[config.mk]
export PLATFORM = sky130hd
export DESIGN_NAME = wcf_top
export DESIGN_NICKNAME = d
export VERILOG_FILES = /design/src/rtl/wcf_pkg.sv /design/src/rtl/wcf_relate.sv /design/src/rtl/wcf_top.sv
export SDC_FILE = /design/constraint.sdc
export NUM_CORES = 1
export LEC_CHECK = 0
export BUFFER_PORTS_ARGS = -buffer_cell sky130_fd_sc_hd__buf_4
export CAP_MARGIN = 10
export CORE_UTILIZATION = 45
export DETAILED_ROUTE_END_ITERATION = 10
export PLACE_DENSITY_LB_ADDON = 0.2
export RECOVER_POWER = 50
export SYNTH_ARGS = -nofsm -noshare
export SYNTH_HDL_FRONTEND = slang
export SYNTH_HIERARCHICAL = 1
export SYNTH_SLANG_ARGS = --single-unit
export TNS_END_PERCENT = 10
[constraint.sdc]
create_clock -name hclk -period 5.3 [get_ports hclk]
set_input_delay 0.795 -clock hclk [delete_from_list [all_inputs] [get_ports hclk]]
set_output_delay 0.795 -clock hclk [all_outputs]
set_load 0.03 [all_outputs]
[src/rtl/wcf_pkg.sv]
// Purpose: Shared constants and types for the word compare flag unit
// Assumes: 32-bit AHB-Lite register bus, one word per register
// Notes: Byte offsets are the addresses seen on haddr[7:0]

package wcf_pkg;

  // ==========================================================
  // Data widths
  localparam int unsigned WORD_W = 16; // One controller word
  localparam int unsigned DBL_W = 32; // Two-word operand
  localparam int unsigned TBL_N = 16; // Entries in the table compare
  localparam int unsigned TBL_IDX_W = 4; // Index width into the table
  localparam int unsigned ADDR_W = 8; // Decoded address bits

  // ==========================================================
  // Register byte offsets
  localparam logic [7:0] OFS_OPA_LO = 8'h00; // First operand, low word
  localparam logic [7:0] OFS_OPA_HI = 8'h04; // First operand, high word
  localparam logic [7:0] OFS_OPB_LO = 8'h08; // Second operand, low word
  localparam logic [7:0] OFS_OPB_HI = 8'h0C; // Second operand, high word
  localparam logic [7:0] OFS_CMD = 8'h10; // Command, write starts
  localparam logic [7:0] OFS_FLAGS = 8'h14; // Condition flags and busy
  localparam logic [7:0] OFS_RESULT = 8'h18; // Table match word
  localparam logic [7:0] OFS_INWORD = 8'h1C; // Last sampled input word
  localparam logic [7:0] OFS_TBL_BASE = 8'h40; // Table words 0..15
  localparam logic [7:0] OFS_TBL_END = 8'h7C; // Last table word

  // ==========================================================
  // Command fields
  localparam int unsigned CMD_OP_LSB = 0; // Operation select
  localparam int unsigned CMD_REF_A_BIT = 4; // Refresh first operand
  localparam int unsigned CMD_REF_B_BIT = 5; // Refresh second operand

  // ==========================================================
  // Flag bit positions
  localparam int unsigned FLG_GT = 0;
  localparam int unsigned FLG_GE = 1;
  localparam int unsigned FLG_EQ = 2;
  localparam int unsigned FLG_LE = 3;
  localparam int unsigned FLG_LT = 4;
  localparam int unsigned FLG_NE = 5;
  localparam int unsigned FLG_ER = 6;
  localparam int unsigned FLG_NEG = 7;
  localparam int unsigned FLG_BUSY = 8;
  localparam logic [7:0] FLAGS_RST = 8'h00; // All flags OFF after reset
  localparam logic [15:0] WORD_RST = 16'h0000; // Data words after reset

  // ==========================================================
  // Bus constants
  localparam int unsigned HTRANS_ACT_BIT = 1; // NONSEQ or SEQ
  localparam logic HRESP_OKAY = 1'b0;

  // Operations
  typedef enum logic [2:0] {
    WCF_OP_UWORD = 3'h0,
    WCF_OP_UDBL = 3'h1,
    WCF_OP_SWORD = 3'h2,
    WCF_OP_SDBL = 3'h3,
    WCF_OP_TABLE = 3'h4
  } wcf_op_e;

  // Sequencer states, Gray along idle-load-exec
  typedef enum logic [1:0] {
    WCF_ST_IDLE = 2'b00,
    WCF_ST_LOAD = 2'b01,
    WCF_ST_EXEC = 2'b11
  } wcf_state_e;

endpackage

[src/rtl/wcf_relate.sv]
// Purpose: Magnitude relation of two operands, word or double, signed or not
// Assumes: Pure combinational, operands already assembled
// Notes: Word mode looks only at the low halves

`timescale 1ns/100ps

module wcf_relate (
  input wire logic [31:0] a,
  input wire logic [31:0] b,
  input wire logic signed_mode,
  input wire logic double_mode,
  output logic gt,
  output logic eq,
  output logic lt
);

  // ==========================================================
  // Operand extension
  // One extra bit lets a single signed compare serve all four modes
  logic [32:0] a_ext; // Extended first operand
  logic [32:0] b_ext; // Extended second operand
  logic a_top; // Sign bit of first, or zero
  logic b_top; // Sign bit of second, or zero

  assign a_top = signed_mode & (double_mode ? a[31] : a[15]);
  assign b_top = signed_mode & (double_mode ? b[31] : b[15]);
  assign a_ext = double_mode ? {a_top, a} : {{17{a_top}}, a[15:0]};
  assign b_ext = double_mode ? {b_top, b} : {{17{b_top}}, b[15:0]};

  // ==========================================================
  // Relation, exactly one of three is set
  assign eq = (a_ext == b_ext);
  assign lt = ($signed(a_ext) < $signed(b_ext));
  assign gt = ~eq & ~lt;

endmodule

[src/rtl/wcf_top.sv]
// Purpose: Word compare flag unit with AHB-Lite register access
// Assumes: Sequencer writes operands then the command, then reads flags
// Notes: Zero wait states; a command written while busy is dropped
//
// Behaviour
// - Single unsigned compare treats words unsigned
// - Double unsigned compare uses 32-bit values
// - Lower word is the less significant half
// - Single signed compare uses two's complement
// - Double signed compare uses signed 32 bits
// - Six flags follow the relation exactly
// - Equal operands drive the equal flag ON
// - Flags hold the result at completion
// - Refresh variant samples input word first
// - Table compare builds sixteen-bit match word
// - Bit n set when entry n matches
// - Table: equal iff result zero, error cleared

`timescale 1ns/100ps

module wcf_top (
  input wire logic hclk,
  input wire logic hresetn,
  input wire logic hsel,
  input wire logic [31:0] haddr,
  input wire logic [1:0] htrans,
  input wire logic hwrite,
  input wire logic [2:0] hsize,
  input wire logic [31:0] hwdata,
  input wire logic hready,
  output logic [31:0] hrdata,
  output logic hreadyout,
  output logic hresp,
  input wire logic [15:0] builtin_in,
  output logic greater_flag,
  output logic greater_or_equal_flag,
  output logic equal_flag,
  output logic less_or_equal_flag,
  output logic less_flag,
  output logic not_equal_flag,
  output logic error_flag,
  output logic negative_flag,
  output logic busy,
  output logic done
);

  // ==========================================================
  // Bus address phase capture
  logic ap_valid_ff; // Data phase in progress
  logic ap_write_ff; // Data phase is a write
  logic [7:0] ap_addr_ff; // Captured byte address
  logic ap_take; // Address phase accepted

  assign ap_take = hsel & htrans[wcf_pkg::HTRANS_ACT_BIT] & hready;
  assign hreadyout = 1'b1; // Every access ends in one data cycle
  assign hresp = wcf_pkg::HRESP_OKAY;

  // Capture address phase; hsize ignored, only whole words supported
  always_ff @(posedge hclk or negedge hresetn) begin
    if (!hresetn) begin
      ap_valid_ff <= 1'b0;
      ap_write_ff <= 1'b0;
      ap_addr_ff <= 8'h00;
    end else begin
      ap_valid_ff <= ap_take;
      ap_write_ff <= hwrite;
      ap_addr_ff <= haddr[7:0];
    end
  end

  // Table decode, used by both write and read paths
  function automatic logic is_tbl(input logic [7:0] addr);
    is_tbl = (addr >= wcf_pkg::OFS_TBL_BASE) && (addr <= wcf_pkg::OFS_TBL_END) &&
      (addr[1:0] == 2'b00);
  endfunction

  // ==========================================================
  // Write strobes
  logic wr_en; // Write data phase
  logic wr_opa_lo, wr_opa_hi, wr_opb_lo, wr_opb_hi, wr_cmd, wr_flags, wr_tbl;
  logic [3:0] tbl_idx; // Table entry addressed

  assign wr_en = ap_valid_ff & ap_write_ff;
  assign wr_opa_lo = wr_en && (ap_addr_ff == wcf_pkg::OFS_OPA_LO);
  assign wr_opa_hi = wr_en && (ap_addr_ff == wcf_pkg::OFS_OPA_HI);
  assign wr_opb_lo = wr_en && (ap_addr_ff == wcf_pkg::OFS_OPB_LO);
  assign wr_opb_hi = wr_en && (ap_addr_ff == wcf_pkg::OFS_OPB_HI);
  assign wr_cmd = wr_en && (ap_addr_ff == wcf_pkg::OFS_CMD);
  assign wr_flags = wr_en && (ap_addr_ff == wcf_pkg::OFS_FLAGS);
  assign wr_tbl = wr_en && is_tbl(ap_addr_ff);
  assign tbl_idx = ap_addr_ff[5:2];

  // ==========================================================
  // Operand and table storage
  logic [15:0] opa_lo_ff, opa_hi_ff, opb_lo_ff, opb_hi_ff; // Operand words
  logic [15:0] tbl_ff [wcf_pkg::TBL_N]; // Table words

  // Operand words written by software only
  always_ff @(posedge hclk or negedge hresetn) begin
    if (!hresetn) begin
      opa_lo_ff <= wcf_pkg::WORD_RST;
      opa_hi_ff <= wcf_pkg::WORD_RST;
      opb_lo_ff <= wcf_pkg::WORD_RST;
      opb_hi_ff <= wcf_pkg::WORD_RST;
    end else begin
      if (wr_opa_lo) opa_lo_ff <= hwdata[15:0];
      if (wr_opa_hi) opa_hi_ff <= hwdata[15:0];
      if (wr_opb_lo) opb_lo_ff <= hwdata[15:0];
      if (wr_opb_hi) opb_hi_ff <= hwdata[15:0];
    end
  end

  // Table words; reset costs area but keeps reads defined
  always_ff @(posedge hclk or negedge hresetn) begin
    if (!hresetn) begin
      for (int i = 0; i < wcf_pkg::TBL_N; i++) begin
        tbl_ff[i] <= wcf_pkg::WORD_RST;
      end
    end else if (wr_tbl) begin
      tbl_ff[tbl_idx] <= hwdata[15:0];
    end
  end

  // ==========================================================
  // Command sequencer
  wcf_pkg::wcf_state_e state_ff, nxt_state;
  wcf_pkg::wcf_op_e op_ff; // Latched operation
  logic ref_a_ff, ref_b_ff; // Latched refresh selects
  logic [15:0] in_word_ff; // Freshly sampled built-in input
  logic start; // Command accepted
  logic done_ff; // Completion pulse
  logic exec; // Result written this cycle

  assign start = wr_cmd && (state_ff == wcf_pkg::WCF_ST_IDLE);
  assign exec = (state_ff == wcf_pkg::WCF_ST_EXEC);

  // Idle, then sample input, then write flags
  always_comb begin
    nxt_state = state_ff;
    unique case (state_ff)
      wcf_pkg::WCF_ST_IDLE: if (start) nxt_state = wcf_pkg::WCF_ST_LOAD;
      wcf_pkg::WCF_ST_LOAD: nxt_state = wcf_pkg::WCF_ST_EXEC;
      wcf_pkg::WCF_ST_EXEC: nxt_state = wcf_pkg::WCF_ST_IDLE;
      default: nxt_state = wcf_pkg::WCF_ST_IDLE; // Code 2'b10 unused
    endcase
  end

  always_ff @(posedge hclk or negedge hresetn) begin
    if (!hresetn) begin
      state_ff <= wcf_pkg::WCF_ST_IDLE;
      done_ff <= 1'b0;
    end else begin
      state_ff <= nxt_state;
      done_ff <= exec;
    end
  end

  // Latch the command; an undefined op code falls back to word compare
  always_ff @(posedge hclk or negedge hresetn) begin
    if (!hresetn) begin
      op_ff <= wcf_pkg::WCF_OP_UWORD;
      ref_a_ff <= 1'b0;
      ref_b_ff <= 1'b0;
    end else if (start) begin
      op_ff <= (hwdata[2:0] > 3'h4) ? wcf_pkg::WCF_OP_UWORD :
        wcf_pkg::wcf_op_e'(hwdata[2:0]);
      ref_a_ff <= hwdata[wcf_pkg::CMD_REF_A_BIT];
      ref_b_ff <= hwdata[wcf_pkg::CMD_REF_B_BIT];
    end
  end

  // Input word is re-read just before the compare runs
  always_ff @(posedge hclk or negedge hresetn) begin
    if (!hresetn) begin
      in_word_ff <= wcf_pkg::WORD_RST;
    end else if (state_ff == wcf_pkg::WCF_ST_LOAD) begin
      in_word_ff <= builtin_in;
    end
  end

  // ==========================================================
  // Datapath
  logic [15:0] a_lo, b_lo; // Low words after refresh select
  logic [31:0] a_full, b_full; // Assembled operands
  logic is_signed, is_double, is_table;
  logic rel_gt, rel_eq, rel_lt;
  logic [15:0] match; // Table match word
  logic [15:0] result_ff; // Stored match word

  assign a_lo = ref_a_ff ? in_word_ff : opa_lo_ff;
  assign b_lo = ref_b_ff ? in_word_ff : opb_lo_ff;
  assign a_full = {opa_hi_ff, a_lo};
  assign b_full = {opb_hi_ff, b_lo};
  assign is_signed = (op_ff == wcf_pkg::WCF_OP_SWORD) || (op_ff == wcf_pkg::WCF_OP_SDBL);
  assign is_double = (op_ff == wcf_pkg::WCF_OP_UDBL) || (op_ff == wcf_pkg::WCF_OP_SDBL);
  assign is_table = (op_ff == wcf_pkg::WCF_OP_TABLE);

  // Relation per mode
  wcf_relate u_relate (
    .a(a_full),
    .b(b_full),
    .signed_mode(is_signed),
    .double_mode(is_double),
    .gt(rel_gt),
    .eq(rel_eq),
    .lt(rel_lt)
  );

  // One comparator per table entry, source is the first operand low word
  generate
    for (genvar n = 0; n < wcf_pkg::TBL_N; n++) begin : g_match
      assign match[n] = (tbl_ff[n] == a_lo);
    end
  endgenerate

  // ==========================================================
  // Flags
  logic [7:0] flags_ff, nxt_flags, cmp_flags, tbl_flags;

  // Six relation flags; error and negative carried through
  assign cmp_flags = {flags_ff[wcf_pkg::FLG_NEG], flags_ff[wcf_pkg::FLG_ER], ~rel_eq,
    rel_lt, rel_lt | rel_eq, rel_eq, rel_gt | rel_eq, rel_gt};
  // Table: equal from an all-zero match word, error cleared
  assign tbl_flags = {flags_ff[wcf_pkg::FLG_NEG], 1'b0, flags_ff[5:3], (match == 16'h0000),
    flags_ff[1:0]};
  // Software may set error and negative, as other flag writers would
  assign nxt_flags = exec ? (is_table ? tbl_flags : cmp_flags) :
    wr_flags ? {hwdata[7:6], flags_ff[5:0]} : flags_ff;

  // Compare result wins over a same-cycle software write
  always_ff @(posedge hclk or negedge hresetn) begin
    if (!hresetn) begin
      flags_ff <= wcf_pkg::FLAGS_RST;
      result_ff <= wcf_pkg::WORD_RST;
    end else begin
      flags_ff <= nxt_flags;
      if (exec && is_table) result_ff <= match;
    end
  end

  assign greater_flag = flags_ff[wcf_pkg::FLG_GT];
  assign greater_or_equal_flag = flags_ff[wcf_pkg::FLG_GE];
  assign equal_flag = flags_ff[wcf_pkg::FLG_EQ];
  assign less_or_equal_flag = flags_ff[wcf_pkg::FLG_LE];
  assign less_flag = flags_ff[wcf_pkg::FLG_LT];
  assign not_equal_flag = flags_ff[wcf_pkg::FLG_NE];
  assign error_flag = flags_ff[wcf_pkg::FLG_ER];
  assign negative_flag = flags_ff[wcf_pkg::FLG_NEG];
  assign busy = (state_ff != wcf_pkg::WCF_ST_IDLE);
  assign done = done_ff;

  // ==========================================================
  // Read mux, combinational from registers so a read sees a prior write
  logic [15:0] rd_word; // Selected register
  logic [15:0] rd_tbl; // Selected table entry
  logic [15:0] rd_cmd; // Command readback

  assign rd_tbl = tbl_ff[tbl_idx];
  assign rd_cmd = {10'h000, ref_b_ff, ref_a_ff, 1'b0, op_ff};
  assign rd_word =
    (ap_addr_ff == wcf_pkg::OFS_OPA_LO) ? opa_lo_ff :
    (ap_addr_ff == wcf_pkg::OFS_OPA_HI) ? opa_hi_ff :
    (ap_addr_ff == wcf_pkg::OFS_OPB_LO) ? opb_lo_ff :
    (ap_addr_ff == wcf_pkg::OFS_OPB_HI) ? opb_hi_ff :
    (ap_addr_ff == wcf_pkg::OFS_CMD) ? rd_cmd :
    (ap_addr_ff == wcf_pkg::OFS_FLAGS) ? {7'h00, busy, flags_ff} :
    (ap_addr_ff == wcf_pkg::OFS_RESULT) ? result_ff :
    (ap_addr_ff == wcf_pkg::OFS_INWORD) ? in_word_ff :
    is_tbl(ap_addr_ff) ? rd_tbl : 16'h0000;
  assign hrdata = (ap_valid_ff && !ap_write_ff) ? {16'h0000, rd_word} : 32'h0000_0000;

  logic cmp_exec; // A non-table compare completes
  assign cmp_exec = exec && !is_table;
endmodule

==> parameters.txt <==
Parameter                              Value

Global routing
  Pin count of the biggest net entering global routing    115
  Antenna violations before repair    3
  Tot GR Track Use    28.0%
  Overflow after GRT    0
  Global-route wire length before repair    102 mm
  Via count of the first global-routing pass    15300

Power
  Power density over the cells    302 mW/mm^2
  Leak Pwr    0.0105 uW
  Worst IR drop on VDD    0.218 mV

Layout
  Top library cells by usage in the layout, fill and taps aside    sky130_fd_sc_hd__dfrtp_1, sky130_fd_sc_hd__mux2_2, sky130_fd_sc_hd__xnor2_1
  Number of antenna cells inserted    0
  Area growth, synth to finish    11.1%
  Final instance area    0.0244 sq mm
  Number of standard cells in the layout, taps in and fillers out    2472
  Share of post-route cells with drive strength above 1    35.4%
  Count of fill cells added during filler insertion    4228
  Most frequent standard cell in the layout excluding fill and tap cells    sky130_fd_sc_hd__dfrtp_1
  Total number of nets in the final design    1948

Critical path
  Worst setup path category    reg2out
  Origin of the critical flop-to-flop path    ref_a_ff
  Most common cell on crit path    sky130_fd_sc_hd__buf_4
  Buf/Inv on CP    2
  Cell class contributing the biggest share of worst-path delay    compound AO/OA/AOI/OAI gates
  CP Data Required Time    4510 ps
  Crit-path max cell delay    1080 ps
  Biggest fanout along the worst timing path    66
  Type of destination of the critical path    output port
  Setup crit start    ap_addr_ff[3]
  Kind of start point of the critical path    flop
  Critical path cell sequence    buf_4 -> mux4_2 -> a22oi_1 -> a21oi_1 -> o221ai_1 -> and3_1 -> o32ai_1 -> buf_4
  Arrival time at the worst endpoint    4000 ps
  Critical path's slowest cell    sky130_fd_sc_hd__dfrtp_4

Synthesis
  Sequential-to-total area share from yosys stat    43.1%
  Number of flops mapped to enable cells by yosys    0
  Count of distinct cell types in the synthesized netlist    57
  Dominant synthesized flop cell    sky130_fd_sc_hd__dfrtp_1
  Async set or reset register ratio after synthesis    100%
  Post-synthesis compound-gate area fraction    5.47%
  Mux cell area share after synthesis    28.0%
  Arithmetic-cell share of the synthesized area counting full adders, half adders and majority gates    1.88%
  Gate Count Post-Synth    1789
  Ys Warns    6
  Mapped Area    0.0220 sq mm
  Post-Synth Simple-Gate Area    6.78%
  Dominant combinational cell family by area after synthesis    multiplexers
  Share of the synthesized netlist area taken by xor and xnor gates    10.2%
  Number of register bits inferred by synthesis    378
  Syn_area_per_cell    12.3 sq um

STA
  Relative slew slack    -80.5%
  Crit path time final    4790 ps
  Total negative setup slack    0 ps
  Worst hold margin    345 ps
  Setup Skew    15.5 ps
  Pin slew with the least headroom to its limit    2710 ps
  Setup violators final    0
  Final number of hold-violating endpoints    0
  Final cycle utilization of the critical path    90.4%
  RSZ-0062 raised after global routing    no
  Fin. max-slew vios    352
  Maximum clock frequency    0.209 GHz

Routing
  Vias after detailed routing    15000
  Detailed-routing iteration count for the pre-antenna-repair pass    5
  Average via count per standard cell    6.06
  Detail-routed net length per standard cell    27.6 um
  Violation count after the first detailed-route iteration    1289
  Post-detailed-route DRC marker count    0
  Detail Route Antenna Nets    0
  Overall routed net length    68.3 mm

Die
  Total number of placement rows    80
  Total Die Area    0.0497 sq mm
  I/O pins    134
  Starting density of the core    45.8%
  Floorplan die height    223 um
  Core Region    0.0479 sq mm
  Die W    223 um

Min path
  Path class of the lowest-slack min-delay path    in2reg
  Hold path start    hwrite

Clocking
  CTS HTree Levels    2
  Clock tree from TritonCTS    built
  Post-cts hold buffer count    0
  TritonCTS Buffers    43
  Clock net sink count    378
  Post-CTS Setup Repair Bufs    0
  Root cell of the clock tree    sky130_fd_sc_hd__clkbuf_16
  Clock latency reported for the late side of the worst-skew pair    580 ps
  Gates resized, CTS repair    0
  Clock tree buffer depth    3
  Clk pin slew, worst setup/hold paths    60 ps

Status
  Status    finished, violations left
  Failing checks    capacitance limit, slew limit

Job
  Max-capacitance violation count    4

Placed design
  Placement Cell Area    0.0230 sq mm
  Placer Congestion    0.963
  DPL Wire Length    47.8 mm
  PortBufs    71
  Number of instances in the placed design    2395
cells in the mapped netlist (9+ instances only):
master	instances	share of area (%)
sky130_fd_sc_hd__buf_2	19	0.43
sky130_fd_sc_hd__mux2_2	345	18
sky130_fd_sc_hd__nand4_1	25	0.71
sky130_fd_sc_hd__nor2_1	23	0.39
sky130_fd_sc_hd__dfrtp_1	378	43
sky130_fd_sc_hd__a22oi_1	19	0.65
sky130_fd_sc_hd__mux2_4	10	0.68
sky130_fd_sc_hd__buf_1	9	0.15
sky130_fd_sc_hd__a21oi_1	64	1.5
sky130_fd_sc_hd__clkbuf_1	62	1.1
sky130_fd_sc_hd__nor2b_1	24	0.68
sky130_fd_sc_hd__xnor2_1	256	10
sky130_fd_sc_hd__nand2_1	72	1.2
sky130_fd_sc_hd__o21ai_0	71	1.6
sky130_fd_sc_hd__inv_1	52	0.89
sky130_fd_sc_hd__nand2b_1	10	0.28
sky130_fd_sc_hd__nor4_1	67	1.9
sky130_fd_sc_hd__ha_1	33	1.9
sky130_fd_sc_hd__o22ai_1	18	0.51
sky130_fd_sc_hd__a211oi_1	12	0.41
sky130_fd_sc_hd__buf_4	44	1.5
sky130_fd_sc_hd__mux4_2	80	8.2
metrics by stage:
stage / setup WS (ps) / total power, uW / utilization (%)
3_5_place_dp: 1150 / 4310 / 47.9
3_3_place_gp: 1190 / 4300 / 47.9
4_1_cts: 504 / 7430 / 51.0
6_report: 507 / 7380 / 50.9
2_1_floorplan: 1170 / 3900 / -
5_1_grt: 333 / 7640 / 50.9
path summary, 6_finish.rpt:
kind | endpoint | slack [ps] | cells past startpoint
max in group asynchronous | tbl_ff[61] | 1220 | 2
hold / removal | ap_write_ff | 350 | 1
min in group asynchronous | opb_hi_ff[1] | 1030 | 1
setup reg to reg | flags_ff[3] | 1340 | 12
hold reg to reg | state_ff[0] | 470 | 1
setup / recovery | hrdata[3] | 510 | 8
layer usage:
metal  track usage [%]  share of wire (%)  vias up
met5                 0              0.019        -
li1                  -                  -     6508
met4              8.99                3.3        2
met3              4.31                5.9      129
met1              38.5                 43     7772
met2              45.6                 48      569
cell type report:
type | count | area [sq um] | share of cell area [%]
multi-input combinational | 1231 | 11600 | 47.6
tap | 615 | 769 | 3.15
timing repair buffer | 118 | 893 | 3.66
sequential | 378 | 9470 | 38.8
clock buffer | 63 | 1280 | 5.26
clock inverter | 14 | 174 | 0.713
inverter | 53 | 199 | 0.816
sequential cells by signal, indices dropped and copies added, names as in the netlist:
signal	flops
tbl_ff	256
in_word_ff	16
opa_hi_ff	16
opa_lo_ff	16
opb_hi_ff	16
opb_lo_ff	16
result_ff	16
ap_addr_ff	8
flags_ff	8
op_ff	3
state_ff	2
ap_valid_ff	1
ap_write_ff	1
done	1
ref_a_ff	1
ref_b_ff	1
cell families (layout without fill, tap and decap cells):
| family | Yosys count | after routing |
|---|---|---|
| muxes | 454 | 454 |
| xor gates and xnor gates | 256 | 256 |
| other | 2 | 18 |
| adders and majority gates | 33 | 33 |
| AOI/OAI and AO/OA | 205 | 205 |
| DFF | 378 | 378 |
| and+or+nand+nor | 265 | 265 |
| buffers and inverters | 196 | 248 |
power by group:
part | internal (uW) | leakage, uW | switching [uW]
logic | 489 | 0.00480 | 679
clock network | 1870 | 0.000726 | 1240
registers | 2970 | 0.00497 | 128
Note: power is estimated with default switching activity, not from simulation.
